[config.mk]
export PLATFORM = sky130hd
export DESIGN_NAME = qpsd_decoder
export DESIGN_NICKNAME = d
export VERILOG_FILES = /design/src/include/qpsd_pkg.sv /design/src/qpsd_decoder.sv /design/src/qpsd_nvstore.sv /design/src/qpsd_sync.sv
export SDC_FILE = /design/constraint.sdc
export NUM_CORES = 1
export LEC_CHECK = 0
export BUFFER_PORTS_ARGS = -buffer_cell sky130_fd_sc_hd__buf_2
export CAP_MARGIN = 20
export CORE_MARGIN = 5
export CORE_UTILIZATION = 45
export DETAILED_ROUTE_END_ITERATION = 16
export RECOVER_POWER = 100
export SKIP_LAST_GASP = 1
export SLEW_MARGIN = 20
export SYNTH_ARGS = -nofsm -noshare
export SYNTH_HDL_FRONTEND = slang
export SYNTH_SLANG_ARGS = --single-unit
export TNS_END_PERCENT = 50
[constraint.sdc]
create_clock -name clk_sys -period 31.6 [get_ports clk_sys]
set_input_delay 1.58 -clock clk_sys [delete_from_list [all_inputs] [get_ports clk_sys]]
set_output_delay 1.58 -clock clk_sys [all_outputs]
set_load 0.05 [all_outputs]
[src/include/qpsd_pkg.sv]
package qpsd_pkg;

  // Clock and nonvolatile programming time
  localparam int CLK_HZ = 10_000_000;
  localparam int MS_PER_S = 1000;
  localparam int PROG_TIME_MS = 5;
  localparam int PROG_CYCLES_DFLT = PROG_TIME_MS * (CLK_HZ / MS_PER_S);

  // Address byte and instruction opcodes
  localparam logic [3:0] ADDR_FIXED = 4'h5;
  localparam logic [3:0] OP_RD_WIPER = 4'h9;
  localparam logic [3:0] OP_WR_WIPER = 4'hA;
  localparam logic [3:0] OP_RD_SET = 4'hB;
  localparam logic [3:0] OP_WR_SET = 4'hC;
  localparam logic [3:0] OP_RCL_ONE = 4'hD;
  localparam logic [3:0] OP_SAVE_ONE = 4'hE;
  localparam logic [3:0] OP_RCL_ALL = 4'h1;
  localparam logic [3:0] OP_SAVE_ALL = 4'h8;
  localparam logic [3:0] OP_INCDEC = 4'h2;

  // Counts, limits and field values
  localparam logic [3:0] BYTE_BITS = 4'h8;
  localparam logic [3:0] CNT_ONE = 4'h1;
  localparam logic [3:0] CNT_ZERO = 4'h0;
  localparam logic [5:0] POS_MAX = 6'h3F;
  localparam logic [5:0] POS_MIN = 6'h00;
  localparam logic [5:0] POS_ONE = 6'h01;
  localparam logic [1:0] SLOT_POWERUP = 2'h0;
  localparam logic [1:0] PAD_ZERO = 2'h0;
  localparam logic [63:0] TAP_ONE = 64'h0000000000000001;
  localparam logic [3:0] MASK_ONE = 4'h1;
  localparam logic [3:0] MASK_ALL = 4'hF;

  // Decoder states
  typedef enum logic [11:0] {
    ST_INIT = 12'h001,
    ST_IDLE = 12'h002,
    ST_ADDR = 12'h004,
    ST_ADDR_ACK = 12'h008,
    ST_INSTR = 12'h010,
    ST_INSTR_ACK = 12'h020,
    ST_WRDATA = 12'h040,
    ST_DATA_ACK = 12'h080,
    ST_RDDATA = 12'h100,
    ST_RD_ACK = 12'h200,
    ST_INCDEC = 12'h400,
    ST_WAITSTOP = 12'h800
  } qpsd_state_t;

  // Whole decoder state
  typedef struct packed {
    qpsd_state_t state;
    logic [3:0] bitCnt;
    logic [7:0] shift;
    logic [3:0] op;
    logic [1:0] settingSelect;
    logic [1:0] potSelect;
    logic pendValid;
    logic dirBit;
    logic sclPrev;
    logic sdaPrev;
    logic sdaOe;
    logic sdaOut;
    logic [3:0][5:0] pos;
    logic [3:0][63:0] tap;
    logic commit;
    logic [3:0] commitMask;
    logic [3:0][5:0] commitData;
  } qpsd_dec_t;

  localparam qpsd_dec_t DEC_RESET = '{state: ST_INIT, tap: {4{TAP_ONE}}, default: '0};

  // One-hot tap switch for a wiper position
  function automatic logic [63:0] decodeTap(input logic [5:0] p);
    decodeTap = TAP_ONE << p;
  endfunction

  // One step up or down, held at the end taps
  function automatic logic [5:0] stepPos(input logic [5:0] p, input logic up);
    if (up) begin
      stepPos = (p == POS_MAX) ? POS_MAX : p + POS_ONE;
    end else begin
      stepPos = (p == POS_MIN) ? POS_MIN : p - POS_ONE;
    end
  endfunction

  // Lane mask for one pot
  function automatic logic [3:0] potMask(input logic [1:0] pot);
    potMask = MASK_ONE << pot;
  endfunction

  // Opcodes that the decoder accepts
  function automatic logic opKnown(input logic [3:0] op);
    opKnown = (op == OP_RD_WIPER) || (op == OP_WR_WIPER) || (op == OP_RD_SET) ||
              (op == OP_WR_SET) || (op == OP_RCL_ONE) || (op == OP_SAVE_ONE) ||
              (op == OP_RCL_ALL) || (op == OP_SAVE_ALL) || (op == OP_INCDEC);
  endfunction

endpackage

[src/qpsd_decoder.sv]
// Behaviour
// RQ1: after increment/decrement is acknowledged, clock periods alone step the wiper.
// RQ2: SCL high phase with SDA high moves wiper one step toward high end.
// RQ3: SCL high phase with SDA low moves wiper one step toward low end.
// RQ4: address byte 0101 plus four strap bits; respond only on match.
// RQ5: read wiper returns byte with top two bits zero, position below.
// RQ6: write wiper stores low six bits of data byte and acknowledges.
// RQ7: read setting returns chosen stored setting, top two bits zero.
// RQ8: write setting stores low six bits into chosen stored setting.
// RQ9: global recall loads all wipers from chosen setting after STOP.
// RQ10: global save copies all wipers into chosen setting.
// RQ11: single save copies chosen wiper into chosen setting.
// RQ12: single recall loads chosen wiper from chosen setting.
// RQ13: increment/decrement takes any number of direction bits until STOP.
// RQ14: nonvolatile programming starts only after STOP.
// RQ15: each wiper position drives exactly one of 64 tap switches.
// RQ16: at power-up every wiper loads from its first stored setting.
// RQ17: a stored setting change finishes within five milliseconds.
// RQ18: setting select codes 00 to 11 pick settings zero to three.
// RQ19: stepping saturates at taps 0 and 63.
`timescale 1ns/1ns
`default_nettype none
module qpsd_decoder
  import qpsd_pkg::*;
#(
  parameter int PROG_CYCLES = PROG_CYCLES_DFLT
) (
  // Clock and reset
  input wire logic clk_sys,
  input wire logic rst,
  // Serial bus pins
  input wire logic scl,
  input wire logic sdaIn,
  output logic sdaOut,
  output logic sdaOe,
  // Address straps
  input wire logic addressStrapBit3,
  input wire logic addressStrapBit2,
  input wire logic addressStrapBit1,
  input wire logic addressStrapBit0,
  // Wiper outputs and status
  output logic [3:0][5:0] wiperPosition,
  output logic [3:0][63:0] wiperTap,
  output logic nvBusy
);

  qpsd_dec_t stReg;
  qpsd_dec_t stNext;
  logic [5:0] pinSync;
  logic [3:0][5:0] rdData;
  logic sclS;
  logic sdaS;
  logic [3:0] strapS;
  logic sclRise;
  logic sclFall;
  logic startDet;
  logic stopDet;
  logic [5:0] curPos;

  // Pins through two flops
  qpsd_sync #(
    .WIDTH(6)
  ) u_sync (
    .clk_sys(clk_sys),
    .rst(rst),
    .asyncIn({scl, sdaIn, addressStrapBit3, addressStrapBit2, addressStrapBit1, addressStrapBit0}),
    .syncOut(pinSync)
  );

  // Stored settings
  qpsd_nvstore #(
    .PROG_CYCLES(PROG_CYCLES)
  ) u_nv (
    .clk_sys(clk_sys),
    .rst(rst),
    .commit(stReg.commit),
    .commitMask(stReg.commitMask),
    .commitSlot(stReg.settingSelect),
    .commitData(stReg.commitData),
    .rdSlot(stReg.settingSelect), // see RQ18
    .rdData(rdData),
    .busy(nvBusy)
  );

  // Bus edges and conditions
  assign sclS = pinSync[5];
  assign sdaS = pinSync[4];
  assign strapS = pinSync[3:0];
  assign sclRise = sclS && !stReg.sclPrev;
  assign sclFall = !sclS && stReg.sclPrev;
  assign startDet = sclS && stReg.sclPrev && stReg.sdaPrev && !sdaS;
  assign stopDet = sclS && stReg.sclPrev && !stReg.sdaPrev && sdaS;
  assign curPos = stReg.pos[stReg.potSelect];

  // Frame decoding and command execution
  always_comb begin
    stNext = stReg;
    stNext.commit = 1'b0;
    stNext.sclPrev = sclS;
    stNext.sdaPrev = sdaS;
    unique case (stReg.state)
      ST_INIT: begin
        stNext.pos = rdData; // see RQ16
        stNext.state = ST_IDLE;
      end
      ST_IDLE, ST_WAITSTOP: begin
      end
      ST_ADDR, ST_INSTR, ST_WRDATA: begin
        if (sclRise && stReg.bitCnt < BYTE_BITS) begin
          stNext.shift = {stReg.shift[6:0], sdaS};
          stNext.bitCnt = stReg.bitCnt + CNT_ONE;
        end else if (sclFall && stReg.bitCnt == BYTE_BITS) begin
          stNext.state = ST_WAITSTOP;
          if (stReg.state == ST_ADDR) begin
            // Busy programming answers with no acknowledge
            if (stReg.shift == {ADDR_FIXED, strapS} && !nvBusy) begin // see RQ4
              stNext.sdaOe = 1'b1;
              stNext.state = ST_ADDR_ACK;
            end
          end else if (stReg.state == ST_INSTR) begin
            if (opKnown(stReg.shift[7:4])) begin
              stNext.op = stReg.shift[7:4];
              stNext.settingSelect = stReg.shift[3:2]; // see RQ18
              stNext.potSelect = stReg.shift[1:0];
              stNext.sdaOe = 1'b1;
              stNext.state = ST_INSTR_ACK;
            end
          end else begin
            stNext.sdaOe = 1'b1;
            stNext.state = ST_DATA_ACK;
            if (stReg.op == OP_WR_WIPER) begin
              stNext.pos[stReg.potSelect] = stReg.shift[5:0]; // see RQ6
            end else begin
              stNext.pendValid = 1'b1; // see RQ8
              stNext.commitData = {4{stReg.shift[5:0]}};
            end
          end
        end
      end
      ST_ADDR_ACK: begin
        if (sclFall) begin
          stNext.sdaOe = 1'b0;
          stNext.bitCnt = CNT_ZERO;
          stNext.state = ST_INSTR;
        end
      end
      ST_INSTR_ACK: begin
        if (sclFall) begin
          stNext.sdaOe = 1'b0;
          stNext.bitCnt = CNT_ZERO;
          if (stReg.op == OP_RD_WIPER || stReg.op == OP_RD_SET) begin
            // First data bit goes out on this same falling edge
            stNext.shift = {PAD_ZERO, (stReg.op == OP_RD_WIPER) ? curPos : rdData[stReg.potSelect]}; // see RQ5 RQ7
            stNext.sdaOe = 1'b1;
            stNext.bitCnt = CNT_ONE;
            stNext.state = ST_RDDATA;
          end else if (stReg.op == OP_WR_WIPER || stReg.op == OP_WR_SET) begin
            stNext.state = ST_WRDATA;
          end else if (stReg.op == OP_INCDEC) begin
            stNext.state = ST_INCDEC; // see RQ1
          end else begin
            stNext.pendValid = 1'b1; // see RQ9 RQ10 RQ11 RQ12
            stNext.state = ST_WAITSTOP;
          end
        end
      end
      ST_RDDATA: begin
        if (sclFall) begin
          if (stReg.bitCnt == BYTE_BITS) begin
            stNext.sdaOe = 1'b0;
            stNext.state = ST_RD_ACK;
          end else begin
            stNext.sdaOe = !stReg.shift[6];
            stNext.shift = {stReg.shift[6:0], 1'b0};
            stNext.bitCnt = stReg.bitCnt + CNT_ONE;
          end
        end
      end
      ST_RD_ACK: begin
        if (sclRise) begin
          stNext.state = ST_WAITSTOP;
        end
      end
      ST_DATA_ACK: begin
        if (sclFall) begin
          stNext.sdaOe = 1'b0;
          stNext.state = ST_WAITSTOP;
        end
      end
      ST_INCDEC: begin
        // Direction caught while high, step taken on the fall
        if (sclRise) begin
          stNext.dirBit = sdaS;
        end else if (sclFall) begin
          stNext.pos[stReg.potSelect] = stepPos(curPos, stReg.dirBit); // see RQ2 RQ3 RQ13 RQ19
        end
      end
    endcase
    // STOP ends any frame and runs a pending transfer
    if (stReg.state != ST_INIT && stopDet) begin
      stNext.state = ST_IDLE;
      stNext.sdaOe = 1'b0;
      stNext.pendValid = 1'b0;
      if (stReg.pendValid) begin
        case (stReg.op)
          OP_RCL_ALL: stNext.pos = rdData; // see RQ9
          OP_RCL_ONE: stNext.pos[stReg.potSelect] = rdData[stReg.potSelect]; // see RQ12
          OP_SAVE_ALL: begin
            stNext.commit = 1'b1; // see RQ10 RQ14
            stNext.commitMask = MASK_ALL;
            stNext.commitData = stReg.pos;
          end
          OP_SAVE_ONE: begin
            stNext.commit = 1'b1; // see RQ11 RQ14
            stNext.commitMask = potMask(stReg.potSelect);
            stNext.commitData = stReg.pos;
          end
          OP_WR_SET: begin
            stNext.commit = 1'b1; // see RQ8 RQ14
            stNext.commitMask = potMask(stReg.potSelect);
          end
          default: begin
          end
        endcase
      end
    end else if (stReg.state != ST_INIT && startDet) begin
      stNext.state = ST_ADDR;
      stNext.bitCnt = CNT_ZERO;
      stNext.sdaOe = 1'b0;
      stNext.pendValid = 1'b0;
    end
    // Tap switches follow the positions
    for (int p = 0; p < 4; p++) begin
      stNext.tap[p] = decodeTap(stNext.pos[p]); // see RQ15
    end
  end

  always_ff @(posedge clk_sys or posedge rst) begin
    if (rst) begin
      stReg <= DEC_RESET;
    end else begin
      stReg <= stNext;
    end
  end

  // Outputs
  assign sdaOut = stReg.sdaOut;
  assign sdaOe = stReg.sdaOe;
  assign wiperPosition = stReg.pos;
  assign wiperTap = stReg.tap;

  // Checks
  logic stepNow;
  assign stepNow = stReg.state == ST_INCDEC && sclFall && !stopDet && !startDet;

  AST_INC_STEP: assert property (@(posedge clk_sys) disable iff (rst) // see RQ2
    stepNow && stReg.dirBit && curPos != POS_MAX |=> curPos == $past(curPos) + POS_ONE)
    else $error("increment step missing");

  AST_DEC_STEP: assert property (@(posedge clk_sys) disable iff (rst) // see RQ3
    stepNow && !stReg.dirBit && curPos != POS_MIN |=> curPos == $past(curPos) - POS_ONE)
    else $error("decrement step missing");

  AST_SATURATE: assert property (@(posedge clk_sys) disable iff (rst) // see RQ19
    stepNow && ((stReg.dirBit && curPos == POS_MAX) || (!stReg.dirBit && curPos == POS_MIN))
    |=> $stable(curPos))
    else $error("wiper wrapped at an end tap");

  AST_ADDR_NACK: assert property (@(posedge clk_sys) disable iff (rst) // see RQ4
    stReg.state == ST_ADDR && sclFall && !stopDet && !startDet && stReg.bitCnt == BYTE_BITS &&
    stReg.shift[7:4] != ADDR_FIXED |=> !sdaOe && stReg.state == ST_WAITSTOP)
    else $error("foreign address acknowledged");

  AST_RD_BYTE: assert property (@(posedge clk_sys) disable iff (rst) // see RQ5
    $rose(stReg.state == ST_RDDATA) && stReg.op == OP_RD_WIPER
    |-> stReg.shift == {PAD_ZERO, curPos} && sdaOe ##1 sdaOe)
    else $error("read wiper byte wrong");

  AST_WR_WIPER: assert property (@(posedge clk_sys) disable iff (rst) // see RQ6
    stReg.state == ST_WRDATA && stReg.op == OP_WR_WIPER && sclFall && !stopDet && !startDet &&
    stReg.bitCnt == BYTE_BITS |=> curPos == $past(stReg.shift[5:0]) && sdaOe)
    else $error("wiper write not stored");

  AST_NV_AFTER_STOP: assert property (@(posedge clk_sys) disable iff (rst) // see RQ14
    stReg.commit |-> $past(stopDet) && $past(stReg.pendValid))
    else $error("programming started without STOP");

  AST_TAP_ONEHOT: assert property (@(posedge clk_sys) disable iff (rst) // see RQ15
    $onehot(wiperTap[0]) && $onehot(wiperTap[1]) && $onehot(wiperTap[2]) && $onehot(wiperTap[3]) &&
    wiperTap[0][wiperPosition[0]] && wiperTap[1][wiperPosition[1]] && wiperTap[2][wiperPosition[2]] &&
    wiperTap[3][wiperPosition[3]])
    else $error("tap decode not one-hot");

  AST_POWERUP: assert property (@(posedge clk_sys) disable iff (rst) // see RQ16
    $fell(stReg.state == ST_INIT) |-> wiperPosition == $past(rdData) && stReg.state == ST_IDLE)
    else $error("power-up recall missing");

  AST_GLOBAL_RCL: assert property (@(posedge clk_sys) disable iff (rst) // see RQ9
    stopDet && stReg.pendValid && stReg.op == OP_RCL_ALL |=> wiperPosition == $past(rdData))
    else $error("global recall missing");

  COV_READ: cover property (@(posedge clk_sys) disable iff (rst) stReg.state == ST_RD_ACK);
  COV_STEP: cover property (@(posedge clk_sys) disable iff (rst) stepNow);
  COV_SAVE_ALL: cover property (@(posedge clk_sys) disable iff (rst) stReg.commit && stReg.commitMask == MASK_ALL);
  COV_NACK: cover property (@(posedge clk_sys) disable iff (rst)
    stReg.state == ST_ADDR ##1 stReg.state == ST_WAITSTOP);

endmodule
`default_nettype wire

[src/qpsd_nvstore.sv]
`timescale 1ns/1ns
`default_nettype none
module qpsd_nvstore
  import qpsd_pkg::*;
#(
  parameter int PROG_CYCLES = PROG_CYCLES_DFLT
) (
  // Clock and reset
  input wire logic clk_sys,
  input wire logic rst,
  // Programming request
  input wire logic commit,
  input wire logic [3:0] commitMask,
  input wire logic [1:0] commitSlot,
  input wire logic [3:0][5:0] commitData,
  // Read port, one setting per pot
  input wire logic [1:0] rdSlot,
  output logic [3:0][5:0] rdData,
  // Programming in progress
  output logic busy
);

  localparam int TW = $clog2(PROG_CYCLES + 1);
  localparam logic [TW-1:0] TIMER_LAST = TW'(PROG_CYCLES - 1);
  localparam logic [TW-1:0] TIMER_ONE = TW'(1);

  typedef struct packed {
    logic [3:0][3:0][5:0] cells;
    logic busy;
    logic [TW-1:0] timer;
    logic [3:0] mask;
    logic [1:0] slot;
    logic [3:0][5:0] data;
  } qpsd_nv_t;

  qpsd_nv_t stReg;
  qpsd_nv_t stNext;

  // Latch a request, run the programming timer, write at its end
  always_comb begin
    stNext = stReg;
    if (commit && !stReg.busy) begin
      stNext.busy = 1'b1;
      stNext.timer = '0;
      stNext.mask = commitMask;
      stNext.slot = commitSlot;
      stNext.data = commitData;
    end else if (stReg.busy) begin
      stNext.timer = stReg.timer + TIMER_ONE;
      if (stReg.timer == TIMER_LAST) begin
        stNext.busy = 1'b0; // see RQ17
        for (int p = 0; p < 4; p++) begin
          if (stReg.mask[p]) begin
            stNext.cells[p][stReg.slot] = stReg.data[p];
          end
        end
      end
    end
  end

  // Reset stands for blank cell contents
  always_ff @(posedge clk_sys or posedge rst) begin
    if (rst) begin
      stReg <= '0;
    end else begin
      stReg <= stNext;
    end
  end

  // Read mux
  always_comb begin
    for (int p = 0; p < 4; p++) begin
      rdData[p] = stReg.cells[p][rdSlot];
    end
  end

  assign busy = stReg.busy;

  // Length of the current programming cycle
  logic [TW:0] busyLen;
  always_ff @(posedge clk_sys or posedge rst) begin
    if (rst) begin
      busyLen <= '0;
    end else begin
      busyLen <= stReg.busy ? busyLen + 1'b1 : '0;
    end
  end

  AST_PROG_BOUND: assert property (@(posedge clk_sys) disable iff (rst) // see RQ17
    busyLen <= (TW + 1)'(PROG_CYCLES))
    else $error("programming cycle overran its time");

  COV_PROG_DONE: cover property (@(posedge clk_sys) disable iff (rst) $fell(stReg.busy));

endmodule
`default_nettype wire

[src/qpsd_sync.sv]
`timescale 1ns/1ns
`default_nettype none
module qpsd_sync #(
  parameter int WIDTH = 6
) (
  // Clock and reset
  input wire logic clk_sys,
  input wire logic rst,
  // Asynchronous inputs and their synchronised copy
  input wire logic [WIDTH-1:0] asyncIn,
  output logic [WIDTH-1:0] syncOut
);

  typedef struct packed {
    logic [WIDTH-1:0] stage1;
    logic [WIDTH-1:0] stage2;
  } qpsd_sync_t;

  qpsd_sync_t stReg;
  qpsd_sync_t stNext;

  // Two flops; only the second stage is read
  always_comb begin
    stNext.stage1 = asyncIn;
    stNext.stage2 = stReg.stage1;
  end

  always_ff @(posedge clk_sys or posedge rst) begin
    if (rst) begin
      stReg <= '0;
    end else begin
      stReg <= stNext;
    end
  end

  assign syncOut = stReg.stage2;

endmodule
`default_nettype wire

==> metrics <==
worst skew pair latency 0.62 ns; crit path time final 14.36 ns; synthesized cell area 23600 µm²; routability cong. 0.924; hold-fix buffers at CTS 0; placed insts 2835; Final Max Tran Viols 576; Syn-to-layout area delta 4.78%; global route total overflow 0; Via density 5.67; max-capacitance violation count 10; worst slack, placed 26.22 ns; non-filler cells, final 2931; switching fraction of total power 0.370; switching power 657 µW; Slew Limit Headroom -2.72; crit path DAT 14.10 ns; share of the yosys chip area belonging to registers 0.531; DR DRC count 0; final wirelength 65600 µm; all-layer global routing usage 0.222; failing checks max-capacitance violations, max-slew violations; clock skew 0.0282 ns; flops & latches, synth 501; Worst Path Max Fanout 129; Core Rows 84; post-DP HPWL 46500 µm; # nets final 2215; Worst Hold Class reg2reg; crit path to wiperPosition[23]; R2R depth 9; core box area 52300 µm²; TritonRoute pass-1 iters 6; Worst setup startpoint rst; Routed wire per std cell 22.4 µm; initial antenna violation count 3; worst vdd ir 0.0000458 V; syn_nets 2250; Post-synth EDFFs 0; post-CTS sizing 0; number of library cell types mapped by synthesis 99; Post-CTS Setup Bufs 0; RR Startpoint stReg[336]; run status finished, violations left; Cells after Synth 2236; FF-to-FF setup slack 24.74 ns; I/O pin cnt 291; Pleak 0.0110 µW; CP Capture Type asynchronous set/reset pin; DRT iter0 DRCs 1432; share of power burned in registers 0.421; Clock Tree Root clkbuf_16; setup ws final 17.24 ns; CTS max path bufs 3; die span in y 239 µm; Warnings, synthesis 0; CTS tree built; Tcrit/Tclk final 0.454; Worst EP required 31.34 ns; clock network power share 0.349; Crit Reg-Reg Endpoint wiperTap[55]; Die Area 57200 µm²; H-tree depth 2; vias in the first global route 16470; Synth Area per Inst 10.6 µm²; width of the die 239 µm; Slew @ Worst Pin 5.55 ns; Clk pin slew, worst setup/hold paths 0.06 ns; first-pass GRT wire length 99800 µm; largest net degree at the start of global routing 130; internal power 1120 µW; Setup CP Type in2async; Initial Util 0.452; Via Count 16617; final hold violations 0; CTS buffer count 51; Final Setup Violations 0; ANT nets after route 0; FMAX 0.0697 GHz; setup tns final 0 ns; Port Buffers 289; Sink Count 501; main flop type after synthesis dfrtp_1; PD cells 71.7 nW/µm²; # diodes 0; crit start category primary input; Post-synth ARST share 1.00; Comb pwr share 0.230; layout cells sized above 1 0.123; unrepaired setup endpoints after global routing no
## power groups by stage
stage	logic, µW	clock network, µW	registers (µW)
global placement	414	0	755
finish	408	620	748
floorplan	372	0	713
detailed placement	419	0	755
global route	437	661	750
CTS	420	633	744
## how the worst min path moves through the flow
stage                     depth (start not counted)                end             start
after detailed placement                          0  u_sync.syncOut[2]  u_sync.stNext[2]
after floorplan                                   0  u_sync.syncOut[0]  u_sync.stNext[0]
after global routing                              0  u_sync.syncOut[2]  u_sync.stNext[2]
after global placement                            0  u_sync.syncOut[4]  u_sync.stNext[4]
final                                             0  u_sync.syncOut[2]  u_sync.stNext[2]
after CTS                                         0  u_sync.syncOut[2]  u_sync.stNext[2]
## cell type report
| cell class | count | area (µm²) |
|---|---|---|
| multi-input cells | 1303 | 8260 |
| inverters | 35 | 133 |
| clock buffers | 70 | 1460 |
| repair buffers | 309 | 1200 |
| clock inverters | 25 | 309 |
| flip-flops and latches | 501 | 12500 |
| well taps | 688 | 861 |
| fillers | 4999 | 27600 |
## critical path, cell delays in order
cell and delay, ns:
clkbuf_1 0.10, clkinvlp_2 3.05, clkbuf_1 2.97, clkbuf_1 1.29, clkbuf_1 1.94, clkbuf_1 3.04
## sequential cells by signal, summed over array words and instances (netlist names)
register,count
stReg,65
u_sync.stNext,6
u_nv.stReg,142
wiperPosition,24
wiperTap,256
sdaOe,1
u_nv.busy,1
u_sync.syncOut,6
## placed cells by master, fill, tap and decap left out, drive strengths merged, types with 18 or more instances in the layout
cell	instances
a21oi	74
nand4	27
nand3	79
mux4	36
nor2	217
dfrtp	496
and3	21
inv	34
mux2	107
nor2b	18
nand2	233
nand2b	29
clkinv	18
nor3	143
clkbuf	365
o21ai	80
## per-stage QoR
stage	hold slack [ns]	total power, µW	area, µm²	utilization
floorplan	0.331	1090	23600	-
global route	0.363	1850	24800	0.473
CTS	0.358	1800	25200	0.482
global placement	0.341	1170	23400	0.448
finish	0.355	1780	24800	0.473
detailed placement	0.344	1170	23400	0.448
## cell usage after synthesis (6+ instances only)
cell type | instances | share of area
a21oi_1 | 73 | 0.015
a31oi_1 | 8 | 0.0021
a32oi_1 | 8 | 0.0030
and2_1 | 13 | 0.0034
and3_1 | 21 | 0.0056
and4_1 | 6 | 0.0022
buf_2 | 39 | 0.0083
buf_4 | 285 | 0.091
buf_6 | 7 | 0.0033
clkbuf_1 | 62 | 0.0098
dfrtp_1 | 496 | 0.53
ha_1 | 6 | 0.0032
inv_1 | 31 | 0.0049
mux2_2 | 107 | 0.051
mux2i_1 | 8 | 0.0034
mux4_2 | 34 | 0.032
nand2_1 | 233 | 0.037
nand2b_1 | 28 | 0.0074
nand3_1 | 79 | 0.017
nand4_1 | 27 | 0.0071
nor2_1 | 213 | 0.034
nor2b_1 | 18 | 0.0048
nor3_1 | 140 | 0.030
nor3b_1 | 6 | 0.0019
nor4_1 | 11 | 0.0029
nor4b_1 | 6 | 0.0022
o211ai_1 | 9 | 0.0029
o21ai_0 | 77 | 0.016
o31ai_1 | 6 | 0.0019
or2_2 | 7 | 0.0019
or4_1 | 8 | 0.0025
xor2_1 | 9 | 0.0033
## metal layers
metal,part of all wire,GRT usage
met1,0.42,0.310
met2,0.48,0.357
met3,0.071,0.0388
met4,0.037,0.0744
met5,0.00023,0
## kinds of logic after synthesis
family | Yosys count | share of synthesized area
flip-flops | 501 | 0.531
buffers and inverters | 432 | 0.118
adder cells (fa/ha/maj) | 6 | 0.00318
AO/OA/AOI/OAI | 268 | 0.0749
XOR/XNOR | 14 | 0.00519
other | 1 | 0.000159
AND/OR/NAND/NOR | 863 | 0.179
multiplexers | 151 | 0.0890
Power figures use the tool's default switching activity.
